$ cat src/irq_gate_defs.vh
`ifndef IRQ_GATE_DEFS_VH
`define IRQ_GATE_DEFS_VH

// Register indices; byte address is four times the index
`define IDX_LINE_SECTION_POWER  8'h01
`define IDX_SRC_ENABLE_BASE     8'h10
`define IDX_SRC_STATUS_BASE     8'h18
`define IDX_CHANNEL_IRQ_GATE    8'h20
`define IDX_CHANNEL_IRQ_PENDING 8'h21
`define IDX_IRQ_EVENT_STATUS    8'h28
`define IDX_IRQ_EVENT_MASK      8'h29

`define ADDR_W        8
`define WORD_SHIFT    2
`define NUM_CH        3
`define NUM_DRV       2
`define NUM_SRC       4
`define REG_W         8

`define GATE_MASK     8'h07
`define POWER_MASK    8'h03
`define REG_RESET     8'h00
`define SRC_RESET     4'h0
`define CH_RESET      3'h0
`define DRV_RESET     2'h0

`define RESP_OKAY     2'h0
`define RESP_SLVERR   2'h2

`endif

$ cat src/tx_driver_enable_and_block_irq.v
// Functional notes
// - Channel-1 driver bit drives or tri-states its pair
// - Channel-0 driver bit drives or tri-states its pair
// - Eight-bit channel gate register, resets to zero
// - Gate bit 2 clear blocks new channel-2 interrupts; one already pending stays set
// - Interrupt needs channel gate and source enable
// - Bits 2..0 gate channels; 7..3 read zero
// - Read-only pending register, one bit per channel
// - Pending bit high while channel interrupt awaits
// - Pending stays set until source status read
`timescale 1ns/1ps
`include "irq_gate_defs.vh"

module tx_driver_enable_and_block_irq (
    input  wire                            aclk,
    input  wire                            aresetn,
    input  wire [`ADDR_W-1:0]              s_axi_awaddr,
    input  wire                            s_axi_awvalid,
    output wire                            s_axi_awready,
    input  wire [31:0]                     s_axi_wdata,
    input  wire [3:0]                      s_axi_wstrb,
    input  wire                            s_axi_wvalid,
    output wire                            s_axi_wready,
    output wire [1:0]                      s_axi_bresp,
    output wire                            s_axi_bvalid,
    input  wire                            s_axi_bready,
    input  wire [`ADDR_W-1:0]              s_axi_araddr,
    input  wire                            s_axi_arvalid,
    output wire                            s_axi_arready,
    output wire [31:0]                     s_axi_rdata,
    output wire [1:0]                      s_axi_rresp,
    output wire                            s_axi_rvalid,
    input  wire                            s_axi_rready,
    input  wire [`NUM_CH*`NUM_SRC-1:0]     src_event,
    input  wire                            driver_on_pin_ch1,
    input  wire                            driver_on_pin_ch0,
    input  wire                            tx_pos_ch1,
    input  wire                            tx_neg_ch1,
    input  wire                            tx_pos_ch0,
    input  wire                            tx_neg_ch0,
    output wire                            line_out_pos_ch1,
    output wire                            line_out_neg_ch1,
    output wire                            line_out_oe_ch1,
    output wire                            line_out_pos_ch0,
    output wire                            line_out_neg_ch0,
    output wire                            line_out_oe_ch0,
    output wire                            irq
);

    wire                          wr_fire;
    wire [`ADDR_W-1:0]            wr_addr;
    wire [`REG_W-1:0]             wr_data;
    wire                          wr_lane0;
    wire                          rd_fire;
    wire [`ADDR_W-1:0]            rd_addr;
    reg  [`REG_W-1:0]             rd_data;
    reg                           rd_err;
    reg                           wr_err;

    reg  [`REG_W-1:0]             line_section_power_q;
    reg  [`REG_W-1:0]             channel_irq_gate_q;
    reg  [`NUM_CH-1:0]            irq_event_status_q;
    reg  [`NUM_CH-1:0]            irq_event_mask_q;
    reg  [`NUM_CH-1:0]            pend_prev_q;
    wire [`NUM_CH-1:0]            channel_irq_pending;
    wire [`NUM_CH*`NUM_SRC-1:0]   src_enable;
    wire [`NUM_CH*`NUM_SRC-1:0]   src_status;
    wire [`NUM_CH-1:0]            src_en_wr;
    wire [`NUM_CH-1:0]            src_st_rd;

    reg  [`NUM_DRV-1:0]           pin_meta_q;
    reg  [`NUM_DRV-1:0]           pin_sync_q;
    reg  [`NUM_DRV-1:0]           out_pos_q;
    reg  [`NUM_DRV-1:0]           out_neg_q;
    reg  [`NUM_DRV-1:0]           out_oe_q;
    wire [`NUM_DRV-1:0]           pin_raw;
    wire [`NUM_DRV-1:0]           tx_pos;
    wire [`NUM_DRV-1:0]           tx_neg;
    wire [`NUM_DRV-1:0]           drive_on;
    wire [`NUM_CH-1:0]            pend_rise;
    wire [`ADDR_W-1:0]            rd_idx;
    wire [`ADDR_W-1:0]            wr_idx;
    wire                          wr_en;
    wire                          wr_pwr;
    wire                          wr_gate;
    wire                          wr_evs;
    wire                          wr_evm;

    // Word index from a byte address
    function [`ADDR_W-1:0] word_idx;
        input [`ADDR_W-1:0] a;
        begin
            word_idx = a >> `WORD_SHIFT;
        end
    endfunction

    // Index hit on a per-channel bank; returns one-hot channel select
    function [`NUM_CH-1:0] bank_hit;
        input [`ADDR_W-1:0] idx;
        input [`ADDR_W-1:0] base;
        integer k;
        begin
            bank_hit = {`NUM_CH{1'b0}};
            for (k = 0; k < `NUM_CH; k = k + 1)
                if (idx == base + k[`ADDR_W-1:0])
                    bank_hit[k] = 1'b1;
        end
    endfunction

    axil_slave u_bus (
        .aclk          (aclk),
        .aresetn       (aresetn),
        .s_axi_awaddr  (s_axi_awaddr),
        .s_axi_awvalid (s_axi_awvalid),
        .s_axi_awready (s_axi_awready),
        .s_axi_wdata   (s_axi_wdata),
        .s_axi_wstrb   (s_axi_wstrb),
        .s_axi_wvalid  (s_axi_wvalid),
        .s_axi_wready  (s_axi_wready),
        .s_axi_bresp   (s_axi_bresp),
        .s_axi_bvalid  (s_axi_bvalid),
        .s_axi_bready  (s_axi_bready),
        .s_axi_araddr  (s_axi_araddr),
        .s_axi_arvalid (s_axi_arvalid),
        .s_axi_arready (s_axi_arready),
        .s_axi_rdata   (s_axi_rdata),
        .s_axi_rresp   (s_axi_rresp),
        .s_axi_rvalid  (s_axi_rvalid),
        .s_axi_rready  (s_axi_rready),
        .wr_fire       (wr_fire),
        .wr_addr       (wr_addr),
        .wr_data       (wr_data),
        .wr_lane0      (wr_lane0),
        .wr_err        (wr_err),
        .rd_fire       (rd_fire),
        .rd_addr       (rd_addr),
        .rd_data       (rd_data),
        .rd_err        (rd_err)
    );

    // Decoded once, shared by the register, error and bank logic
    assign rd_idx  = word_idx(rd_addr);
    assign wr_idx  = word_idx(wr_addr);
    // Low byte lane carries every register
    assign wr_en   = wr_fire && wr_lane0;
    assign wr_pwr  = wr_en && wr_idx == `IDX_LINE_SECTION_POWER;
    assign wr_gate = wr_en && wr_idx == `IDX_CHANNEL_IRQ_GATE;
    assign wr_evs  = wr_en && wr_idx == `IDX_IRQ_EVENT_STATUS;
    assign wr_evm  = wr_en && wr_idx == `IDX_IRQ_EVENT_MASK;

    assign src_en_wr = wr_en ?
                       bank_hit(wr_idx, `IDX_SRC_ENABLE_BASE) :
                       {`NUM_CH{1'b0}};
    assign src_st_rd = rd_fire ?
                       bank_hit(rd_idx, `IDX_SRC_STATUS_BASE) :
                       {`NUM_CH{1'b0}};

    genvar c;
    generate
        for (c = 0; c < `NUM_CH; c = c + 1)
        begin : g_ch
            chan_irq_unit u_unit (
                .aclk       (aclk),
                .aresetn    (aresetn),
                .src_event  (src_event[c*`NUM_SRC +: `NUM_SRC]),
                .en_wr      (src_en_wr[c]),
                .en_data    (wr_data[`NUM_SRC-1:0]),
                .status_rd  (src_st_rd[c]),
                .block_en   (channel_irq_gate_q[c]),
                .src_enable (src_enable[c*`NUM_SRC +: `NUM_SRC]),
                .src_status (src_status[c*`NUM_SRC +: `NUM_SRC]),
                .pending    (channel_irq_pending[c])
            );
        end
    endgenerate

    // Read decode; unmapped indices answer with an error and zero data
    always @*
    begin
        rd_data = `REG_RESET;
        rd_err  = 1'b0;
        if (rd_idx == `IDX_LINE_SECTION_POWER)
            rd_data = line_section_power_q;
        else if (rd_idx == `IDX_CHANNEL_IRQ_GATE)
            rd_data = channel_irq_gate_q;
        else if (rd_idx == `IDX_CHANNEL_IRQ_PENDING)
            rd_data = {{(`REG_W-`NUM_CH){1'b0}}, channel_irq_pending};
        else if (rd_idx == `IDX_IRQ_EVENT_STATUS)
            rd_data = {{(`REG_W-`NUM_CH){1'b0}}, irq_event_status_q};
        else if (rd_idx == `IDX_IRQ_EVENT_MASK)
            rd_data = {{(`REG_W-`NUM_CH){1'b0}}, irq_event_mask_q};
        else if (|bank_hit(rd_idx, `IDX_SRC_ENABLE_BASE))
            rd_data = pick_src(src_enable, bank_hit(rd_idx, `IDX_SRC_ENABLE_BASE));
        else if (|src_st_rd || |bank_hit(rd_idx, `IDX_SRC_STATUS_BASE))
            rd_data = pick_src(src_status, bank_hit(rd_idx, `IDX_SRC_STATUS_BASE));
        else
            rd_err = 1'b1;
    end

    // Select one channel's source field, zero-extended
    function [`REG_W-1:0] pick_src;
        input [`NUM_CH*`NUM_SRC-1:0] v;
        input [`NUM_CH-1:0]          sel;
        integer k;
        begin
            pick_src = `REG_RESET;
            for (k = 0; k < `NUM_CH; k = k + 1)
                if (sel[k])
                    pick_src = {{(`REG_W-`NUM_SRC){1'b0}}, v[k*`NUM_SRC +: `NUM_SRC]};
        end
    endfunction

    // Writes to read-only or unmapped words are refused with an error
    always @*
    begin
        wr_err = 1'b1;
        if (wr_idx == `IDX_LINE_SECTION_POWER)
            wr_err = 1'b0;
        else if (wr_idx == `IDX_CHANNEL_IRQ_GATE)
            wr_err = 1'b0;
        else if (wr_idx == `IDX_IRQ_EVENT_STATUS)
            wr_err = 1'b0;
        else if (wr_idx == `IDX_IRQ_EVENT_MASK)
            wr_err = 1'b0;
        else if (|bank_hit(wr_idx, `IDX_SRC_ENABLE_BASE))
            wr_err = 1'b0;
    end

    // Edge of pending, so a long-held request raises one event only
    assign pend_rise = channel_irq_pending & ~pend_prev_q;

    always @(posedge aclk)
    begin
        if (!aresetn)
        begin
            line_section_power_q <= `REG_RESET;
            channel_irq_gate_q   <= `REG_RESET;
            irq_event_mask_q     <= `CH_RESET;
            pend_prev_q          <= `CH_RESET;
        end
        else
        begin
            pend_prev_q <= channel_irq_pending;
            if (wr_pwr)
                line_section_power_q <= wr_data & `POWER_MASK;
            if (wr_gate)
                channel_irq_gate_q <= wr_data & `GATE_MASK;
            if (wr_evm)
                irq_event_mask_q <= wr_data[`NUM_CH-1:0];
        end
    end

    always @(posedge aclk)
    begin
        if (!aresetn)
            irq_event_status_q <= `CH_RESET;
        // Write-one-to-clear; a rising edge in the same cycle wins
        else if (wr_evs)
            irq_event_status_q <= (irq_event_status_q & ~wr_data[`NUM_CH-1:0])
                                  | pend_rise;
        else
            irq_event_status_q <= irq_event_status_q | pend_rise;
    end

    // Level output; drops once the event is cleared or masked
    assign irq = |(irq_event_status_q & irq_event_mask_q);

    // Driver pins come from the board, so they are synchronised first
    assign pin_raw = {driver_on_pin_ch1, driver_on_pin_ch0};
    assign tx_pos  = {tx_pos_ch1, tx_pos_ch0};
    assign tx_neg  = {tx_neg_ch1, tx_neg_ch0};
    // Pin low overrides software; pin high hands control to the bit
    assign drive_on = pin_sync_q & line_section_power_q[`NUM_DRV-1:0];

    always @(posedge aclk)
    begin
        if (!aresetn)
        begin
            pin_meta_q <= `DRV_RESET;
            pin_sync_q <= `DRV_RESET;
            out_pos_q  <= `DRV_RESET;
            out_neg_q  <= `DRV_RESET;
            out_oe_q   <= `DRV_RESET;
        end
        else
        begin
            pin_meta_q <= pin_raw;
            pin_sync_q <= pin_meta_q;
            // Data held low while off so a released pair carries no pulse
            out_pos_q  <= tx_pos & drive_on;
            out_neg_q  <= tx_neg & drive_on;
            out_oe_q   <= drive_on;
        end
    end

    assign line_out_pos_ch1 = out_pos_q[1];
    assign line_out_neg_ch1 = out_neg_q[1];
    assign line_out_oe_ch1  = out_oe_q[1];
    assign line_out_pos_ch0 = out_pos_q[0];
    assign line_out_neg_ch0 = out_neg_q[0];
    assign line_out_oe_ch0  = out_oe_q[0];

endmodule

$ cat src/axil_slave.v
`timescale 1ns/1ps
`include "irq_gate_defs.vh"

module axil_slave (
    input  wire                aclk,
    input  wire                aresetn,
    input  wire [`ADDR_W-1:0]  s_axi_awaddr,
    input  wire                s_axi_awvalid,
    output wire                s_axi_awready,
    input  wire [31:0]         s_axi_wdata,
    input  wire [3:0]          s_axi_wstrb,
    input  wire                s_axi_wvalid,
    output wire                s_axi_wready,
    output wire [1:0]          s_axi_bresp,
    output wire                s_axi_bvalid,
    input  wire                s_axi_bready,
    input  wire [`ADDR_W-1:0]  s_axi_araddr,
    input  wire                s_axi_arvalid,
    output wire                s_axi_arready,
    output wire [31:0]         s_axi_rdata,
    output wire [1:0]          s_axi_rresp,
    output wire                s_axi_rvalid,
    input  wire                s_axi_rready,
    output wire                wr_fire,
    output wire [`ADDR_W-1:0]  wr_addr,
    output wire [`REG_W-1:0]   wr_data,
    output wire                wr_lane0,
    input  wire                wr_err,
    output wire                rd_fire,
    output wire [`ADDR_W-1:0]  rd_addr,
    input  wire [`REG_W-1:0]   rd_data,
    input  wire                rd_err
);

    reg                aw_held_q;
    reg  [`ADDR_W-1:0] aw_addr_q;
    reg                w_held_q;
    reg  [`REG_W-1:0]  w_data_q;
    reg                w_lane_q;
    reg                bvalid_q;
    reg  [1:0]         bresp_q;
    reg                rvalid_q;
    reg  [`REG_W-1:0]  rdata_q;
    reg  [1:0]         rresp_q;
    wire               aw_take;
    wire               w_take;
    wire               aw_ok;
    wire               w_ok;

    // Address and data taken in either order; response only after both
    assign s_axi_awready = !aw_held_q && !bvalid_q;
    assign s_axi_wready  = !w_held_q && !bvalid_q;
    assign aw_take       = s_axi_awvalid && s_axi_awready;
    assign w_take        = s_axi_wvalid && s_axi_wready;
    assign aw_ok         = aw_held_q || aw_take;
    assign w_ok          = w_held_q || w_take;
    assign wr_fire       = aw_ok && w_ok;
    assign wr_addr       = aw_held_q ? aw_addr_q : s_axi_awaddr;
    assign wr_data       = w_held_q ? w_data_q : s_axi_wdata[`REG_W-1:0];
    assign wr_lane0      = w_held_q ? w_lane_q : s_axi_wstrb[0];

    assign s_axi_bvalid  = bvalid_q;
    assign s_axi_bresp   = bresp_q;
    assign s_axi_arready = !rvalid_q;
    assign rd_fire       = s_axi_arvalid && !rvalid_q;
    assign rd_addr       = s_axi_araddr;
    assign s_axi_rvalid  = rvalid_q;
    assign s_axi_rdata   = {{(32-`REG_W){1'b0}}, rdata_q};
    assign s_axi_rresp   = rresp_q;

    always @(posedge aclk)
    begin
        if (!aresetn)
        begin
            aw_held_q <= 1'b0;
            aw_addr_q <= {`ADDR_W{1'b0}};
            w_held_q  <= 1'b0;
            w_data_q  <= `REG_RESET;
            w_lane_q  <= 1'b0;
            bvalid_q  <= 1'b0;
            bresp_q   <= `RESP_OKAY;
            rvalid_q  <= 1'b0;
            rdata_q   <= `REG_RESET;
            rresp_q   <= `RESP_OKAY;
        end
        else
        begin
            if (aw_take && !wr_fire)
            begin
                aw_held_q <= 1'b1;
                aw_addr_q <= s_axi_awaddr;
            end
            if (w_take && !wr_fire)
            begin
                w_held_q <= 1'b1;
                w_data_q <= s_axi_wdata[`REG_W-1:0];
                w_lane_q <= s_axi_wstrb[0];
            end
            if (wr_fire)
            begin
                aw_held_q <= 1'b0;
                w_held_q  <= 1'b0;
                bvalid_q  <= 1'b1;
                bresp_q   <= wr_err ? `RESP_SLVERR : `RESP_OKAY;
            end
            else if (s_axi_bready)
                bvalid_q <= 1'b0;
            if (rd_fire)
            begin
                rvalid_q <= 1'b1;
                rdata_q  <= rd_data;
                rresp_q  <= rd_err ? `RESP_SLVERR : `RESP_OKAY;
            end
            else if (s_axi_rready)
                rvalid_q <= 1'b0;
        end
    end

endmodule

$ cat src/chan_irq_unit.v
`timescale 1ns/1ps
`include "irq_gate_defs.vh"

module chan_irq_unit (
    input  wire                aclk,
    input  wire                aresetn,
    input  wire [`NUM_SRC-1:0] src_event,
    input  wire                en_wr,
    input  wire [`NUM_SRC-1:0] en_data,
    input  wire                status_rd,
    input  wire                block_en,
    output wire [`NUM_SRC-1:0] src_enable,
    output wire [`NUM_SRC-1:0] src_status,
    output wire                pending
);

    reg  [`NUM_SRC-1:0] enable_q;
    reg  [`NUM_SRC-1:0] status_q;
    reg                 pending_q;
    wire                gated;

    assign src_enable = enable_q;
    assign src_status = status_q;
    assign pending    = pending_q;
    // Nothing reaches the block level unless both enables agree
    assign gated = block_en && |(status_q & enable_q);

    always @(posedge aclk)
    begin
        if (!aresetn)
        begin
            enable_q  <= `SRC_RESET;
            status_q  <= `SRC_RESET;
            pending_q <= 1'b0;
        end
        else
        begin
            if (en_wr)
                enable_q <= en_data;
            // Read clears what was seen; a new event in that cycle survives
            status_q <= (status_rd ? `SRC_RESET : status_q) | src_event;
            // Sticky until the source status read, which also empties the status
            pending_q <= !status_rd && (gated || pending_q);
        end
    end

endmodule

$ cat config.mk
export PLATFORM = sky130hd
export DESIGN_NAME = tx_driver_enable_and_block_irq
export DESIGN_NICKNAME = d
export VERILOG_FILES = /design/src/tx_driver_enable_and_block_irq.v /design/src/axil_slave.v /design/src/chan_irq_unit.v
export VERILOG_INCLUDE_DIRS = /design/src
export SDC_FILE = /design/constraint.sdc
export NUM_CORES = 1
export LEC_CHECK = 0
export ABC_AREA = 1
export BUFFER_PORTS_ARGS = -buffer_cell sky130_fd_sc_hd__buf_2
export CAP_MARGIN = 20
export CELL_PAD_IN_SITES_DETAIL_PLACEMENT = 1
export CELL_PAD_IN_SITES_GLOBAL_PLACEMENT = 1
export CORE_MARGIN = 3
export CORE_UTILIZATION = 36
export DETAILED_ROUTE_END_ITERATION = 8
export PLACE_DENSITY_LB_ADDON = 0.1
export SYNTH_ARGS = -nofsm -noshare
export SYNTH_HDL_FRONTEND = slang
export SYNTH_HIERARCHICAL = 1
export SYNTH_SLANG_ARGS = --single-unit
$ cat constraint.sdc
create_clock -name aclk -period 2.7 [get_ports aclk]
set_clock_uncertainty 0.1 [all_clocks]
set_input_delay 0.27 -clock aclk [delete_from_list [all_inputs] [get_ports aclk]]
set_output_delay 0.27 -clock aclk [all_outputs]
set_load 0.005 [all_outputs]
Word-level counts from Yosys, hierarchy flattened
Index checks and enable logic that the tools add are counted.

storage, ports and cells
  bits of input ports = 77
  output and inout bits = 48
  word-level logic and storage cells = 241
  flip-flop bits (word level) = 80

operators by class
  equality and inequality tests = 18
  multiplexer cells = 133
  reductions and logical operators = 44
  bitwise gates (word level) = 17

operator list
  operator                                       count
  two-way mux 1 bit                              110
  two-way mux 8 bit                              12
  == test 6 x 5 -> 1 bit, second input constant  9
  == test 6 bit, second input constant           7
  two-way mux 4 bit                              6
  logical AND 1 bit                              19
  OR reduction 3 bit                             5
  AND 4 bit                                      3
  == test 6 x 1 -> 1 bit, second input constant  2
  bitwise OR 4 bit                               3
  OR reduction 4 bit                             3
  AND 3 bit                                      3
  two-way mux 3 bit                              3
  zero test 1 bit                                8
  AND 2 bit                                      3
  logical OR 1 bit                               6
  inverter 3 bit                                 2
  bitwise OR 3 bit                               2
  two-way mux 2 bit                              2
  nonzero test 2 bit                             2
  OR reduction 2 bit                             1
  inverter 1 bit                                 1

Logic depth before layout (Yosys ltp)
  depth after elaboration = 33
  mapped depth = 14
  mapped depth without buffers = 12

Modules after synthesis
Netlist, hierarchy kept.

by module, submodules not included
  module                          area each (µm²)  sequential area each (µm²)  cells an instance  instances
  axil_slave                      1729.2           620.6                       257                1
  tx_driver_enable_and_block_irq  1365.1           480.5                       222                1
  chan_irq_unit                   346.6            180.2                       46                 3

Worst setup path before layout
No wires, ideal clock.

  path type = reg2reg
  start = register u_bus.aw_held_q
  end = register g_ch[2].u_unit.enable_q[3]
  setup time = 0.116 ns
  clock period less this slack = 2.268 ns
  path slack = 0.432 ns
  arrival time = 2.052 ns
  required time = 2.484 ns
  buffers on the path = 2
  stages on the path, launching flop included = 10
  cell sequence = dfxtp_1 > buf_2 > clkbuf_1 > o21ai_0 > nor2_1 > nand3b_1 > nor4_1 > inv_2 > nor2_1 > nor2_1

between the ends
  elaborated cells between the ends (all ways) = 10
  classes of those cells = 1 x eq/ne; 3 x mux; 6 x reduce/logical

RTL lines
  element                 RTL line                              RTL
  start, declared         axil_slave.v:35                       reg aw_held_q;
  start signal, assigned  axil_slave.v:75                       aw_held_q <= 1'b0;
  start signal, assigned  axil_slave.v:90                       aw_held_q <= 1'b1;
  start signal, assigned  axil_slave.v:101                      aw_held_q <= 1'b0;
  two-way mux 8 bit       axil_slave.v:58                       assign wr_addr = aw_held_q ? aw_addr_q : s_axi_awaddr;
  named net wr_addr[5]    tx_driver_enable_and_block_irq.v:51   wire [`ADDR_W-1:0] wr_addr;
  == test 6 x 5 -> 1 bit  tx_driver_enable_and_block_irq.v:105  if (idx == base + k[`ADDR_W-1:0])
  two-way mux 1 bit       tx_driver_enable_and_block_irq.v:105
  two-way mux 3 bit       tx_driver_enable_and_block_irq.v:151  assign src_en_wr = wr_en ?
  named net src_en_wr[2]  tx_driver_enable_and_block_irq.v:68   wire [`NUM_CH-1:0] src_en_wr;
  end signal, assigned    chan_irq_unit.v:32                    enable_q <= `SRC_RESET;
  end signal, assigned    chan_irq_unit.v:39                    enable_q <= en_data;
  end, declared           chan_irq_unit.v:17                    reg [`NUM_SRC-1:0] enable_q;

The timed path passes the listed nets, and every way through them passes these cells.
A chain may end at the register's enable or synchronous reset.

Worst setup path after layout
  start = register u_bus.aw_held_q
  end = register irq_event_status_q[0]

between the ends
  word-level cells in the longest chain between the ends = 8
  elaborated cells between the ends (all ways) = 10
  classes of those cells = 1 x eq/ne; 2 x mux; 7 x reduce/logical

ends and longest elaborated chain
  element                               RTL line                              RTL
  zero test 1 bit                       axil_slave.v:51                       assign s_axi_awready = !aw_held_q && !bvalid_q;
  logical AND 1 bit                     axil_slave.v:51
  logical AND 1 bit                     axil_slave.v:53                       assign aw_take = s_axi_awvalid && s_axi_awready;
  logical OR 1 bit *                    axil_slave.v:55                       assign aw_ok = aw_held_q || aw_take;
  logical AND 1 bit *                   axil_slave.v:57                       assign wr_fire = aw_ok && w_ok;
  named net wr_fire                     tx_driver_enable_and_block_irq.v:50   wire wr_fire;
  logical AND 1 bit *                   tx_driver_enable_and_block_irq.v:145  assign wr_en = wr_fire && wr_lane0;
  logical AND 1 bit (no source line) *  --
  two-way mux 3 bit *                   tx_driver_enable_and_block_irq.v:258  else if (wr_evs)
  end signal, assigned                  tx_driver_enable_and_block_irq.v:256  irq_event_status_q <= `CH_RESET;
  end signal, assigned                  tx_driver_enable_and_block_irq.v:259  irq_event_status_q <= (irq_event_status_q & ~wr_data[`NUM_CH-1:0])
  end signal, assigned                  tx_driver_enable_and_block_irq.v:262  irq_event_status_q <= irq_event_status_q | pend_rise;
  end, declared                         tx_driver_enable_and_block_irq.v:62   reg [`NUM_CH-1:0] irq_event_status_q;

Mark *: on every way through the listed nets, which the timed path passes. The rest lies on a longest branch.

==> summary.md <==
| Metric | Value |
|---|---|
| Hold WC Path Type | in -> reg |
| Startpoint types | register |
| Critical path launch point | u_bus/aw_held_q |
| Wire length of the first global-routing pass | 16900 µm |
| Die W | 109 µm |
| Number of buffers added to fix hold violations after cts | 9 |
| Number of buffers created by CTS | 9 |
| Sequential standard cell area | 1520 µm² |
| Antenna diodes | 0 |
| Type of the worst setup path | reg -> reg |
| Arrival time reported for the critical path endpoint | 2400 ps |
| Placed wire-length estimate after detailed placement | 7850 µm |
| Pins Over Slew Limit | 0 |
| Post-synthesis cell area | 3830 µm² |
| Worst-case clock buffer depth | 2 |
| Mean cell area of the mapped netlist | 6.75 µm² |
| Core area | 10300 µm² |
| Count of buffers added by post-CTS timing repair for setup | 0 |
| Total Neg Setup Slack | 0 ps |
| Number of standard-cell rows in the floorplan | 37 |
| Reported max-cap violation count | 0 |
| Number of fill cells in the layout | 1384 |
| Worst stage delay on the critical path | 650 ps |
| Transition time at the pin with the least slew margin | 638 ps |
| 1st-iter DRT viols | 120 |
| Routed length per instance | 13.1 µm |
| Cell at the root of the clock tree | clkbuf_8 |
| WP data required | 2830 ps |
| Remaining antenna violation count | 0 |
| Most common cell on crit path | nand2_1 |
| Largest net degree at the start of global routing | 35 |
| Final period utilization | 84.1% |
| Top-level I/O count | 125 |
| Count of unresolved DRC violations after routing | 0 |
| Status | finished clean |
| Final GP Congestion | 0.908 |
| Average via count per standard cell | 4.69 |
| Startpoint of the most critical register-to-register path | u_bus/aw_held_q |
| Total of endpoints with negative setup slack in the final report | 0 |
| Leakage Power | 2.24 nW |
| Clock-pin transition on the worst setup and hold timing paths | 80 ps |
| Worst-case reg-to-reg path depth | 9 |
| Resize count post-CTS | 0 |
| Vias in the first global route | 3534 |
| Critical Path, Cell by Cell | clkinv_2 > o21ai_2 > nand2_1 > inv_1 > nand2_1 > nor3b_1 > nand2_1 > o21ai_0 > o22ai_1 |
| Pwr dens | 543 nW/µm² |
| Number of instances in the synthesized netlist | 567 |
| Crit end category | register |
| Count of H-tree levels built during CTS | 3 |
| Area of the multi-input gates | 1830 µm² |
| Via count | 3660 |
| Highest Clock Rate | 440 MHz |
| Remaining Overflow, GRT | 0 |
| Post-synthesis to final-layout area growth | 16.1% |
| Fin crit period | 2270 ps |
| Number of port buffers | 63 |
| Critical Path Sink | irq_event_status_q[0] |
| Area of the die | 11900 µm² |
| Insertion delay of the later-clocked pin in the worst-skew pair | 350 ps |
| Clock Sink Count | 76 |
| Height of the die | 109 µm |
| Slew margin rel. | 57.0% |
| Wire length reported by the detailed router | 10300 µm |
| Initial core utilization | 37.1% |
| Clock tree from TritonCTS | done |
| Reg-to-reg slack, setup | 430 ps |
| Number of antenna violations at the first check in global routing | 0 |
| Total iterations of the first detailed-routing run | 4 |
| RSZ-0062 raised after global routing | false |
| Net count, final | 716 |
| Critical Path Slowest Stage Cell | dfxtp_1 |
| Fraction of layout cells with a size suffix above 1 | 17.7% |
| Total routing resource utilization after global routing | 18.2% |
| Endpoints failing hold | 0 |
| Warning count from the yosys run | 6 |
| Terminus of the critical flop-to-flop path | irq_event_status_q[0] |
| Worst vdd ir | 0.192 mV |
| Max FO, Critical Path | 14 |
| PnR Total Power | 2.41 mW |
| Final hold slack | 15.7 ps |
final cells by class:
cell class | instances | area share (%)
Multi-Input combinational cell | 405 | 41.3
Sequential cell | 76 | 34.3
Timing Repair Buffer | 78 | 10.4
Inverter | 69 | 5.86
Tap cell | 136 | 3.83
Clock buffer | 12 | 3.27
Clock inverter | 4 | 1.10
metal layers:
metal | GRT usage, % | wire length (µm)
met1 | 22.7 | 4790
met2 | 30.9 | 4940
met3 | 4.44 | 418
met4 | 5.23 | 112
met5 | 0 | 0
metrics by stage:
| stage | setup WS, ps | cell area, µm² | util (%) | std cells |
|---|---|---|---|---|
| floorplan | 500 | 3930 | - | 595 |
| global placement | 516 | 4160 | 40.3 | 755 |
| detailed placement | 464 | 4160 | 40.3 | 755 |
| CTS | 437 | 4440 | 43.0 | 780 |
| global route | 156 | 4440 | 43.0 | 780 |
| finish | 430 | 4440 | 43.0 | 780 |
registers in the layout, summed over array words and instances, names as in the netlist, 2 cells and up:
signal,count
g_ch.u_unit/src_status,12
out_oe_q,2
g_ch.u_unit/src_enable,12
out_pos_q,2
irq_event_mask_q,3
u_bus/w_data_q,4
u_bus/aw_addr_q,6
u_bus/rdata_q,8
pend_prev_q,3
out_neg_q,2
line_section_power_q,2
pin_sync_q,2
pin_meta_q,2
channel_irq_gate_q,3
g_ch.u_unit/pending,3
irq_event_status_q,3
worst min-delay path by stage:
stage | from | endpoint | slack [ps] | depth (start not counted)
floorplan | driver_on_pin_ch0 | pin_meta_q[0] | 270 | 2
global placement | pin_meta_q[0] | pin_sync_q[0] | 300 | 2
detailed placement | pin_meta_q[1] | pin_sync_q[1] | 300 | 2
CTS | src_event[1] | g_ch[0].u_unit/src_status[1] | 1 | 3
global route | tx_pos_ch0 | out_pos_q[0] | 10 | 3
finish | src_event[1] | g_ch[0].u_unit/src_status[1] | 20 | 3
worst max-delay path, delay by kind of cell, from the launching register on:
family,cells,cell delay (ps)
compound gates,3,430
buf+inv,2,250
simple gates,4,720
flops,1,650
placed cells by master, fill, tap and decap left out, types with 2 or more instances in the layout:
master and n:
nand2_1 120, buf_4 5, inv_1 60, inv_2 8
nor3b_1 2, dlygate4sd3_1 9, clkbuf_8 10, nor3_1 8
o22ai_1 3, buf_2 63, o21ai_0 37, clkbuf_1 2
o21ai_1 3, a21oi_1 17, clkinv_2 3, nor2_2 6
nand3_1 51, dfxtp_1 76, nor2_1 100, conb_1 30
nand4_1 5, nor2_4 4, o21ai_2 7
where the power goes:
part	switching (mW)	total (mW)	internal [mW]
registers	0.0417	1.22	1.17
clock network	0.423	0.875	0.452
logic	0.202	0.321	0.119
total	0.667	2.41	1.75
No activity file was read; power rests on OpenSTA's default activity.
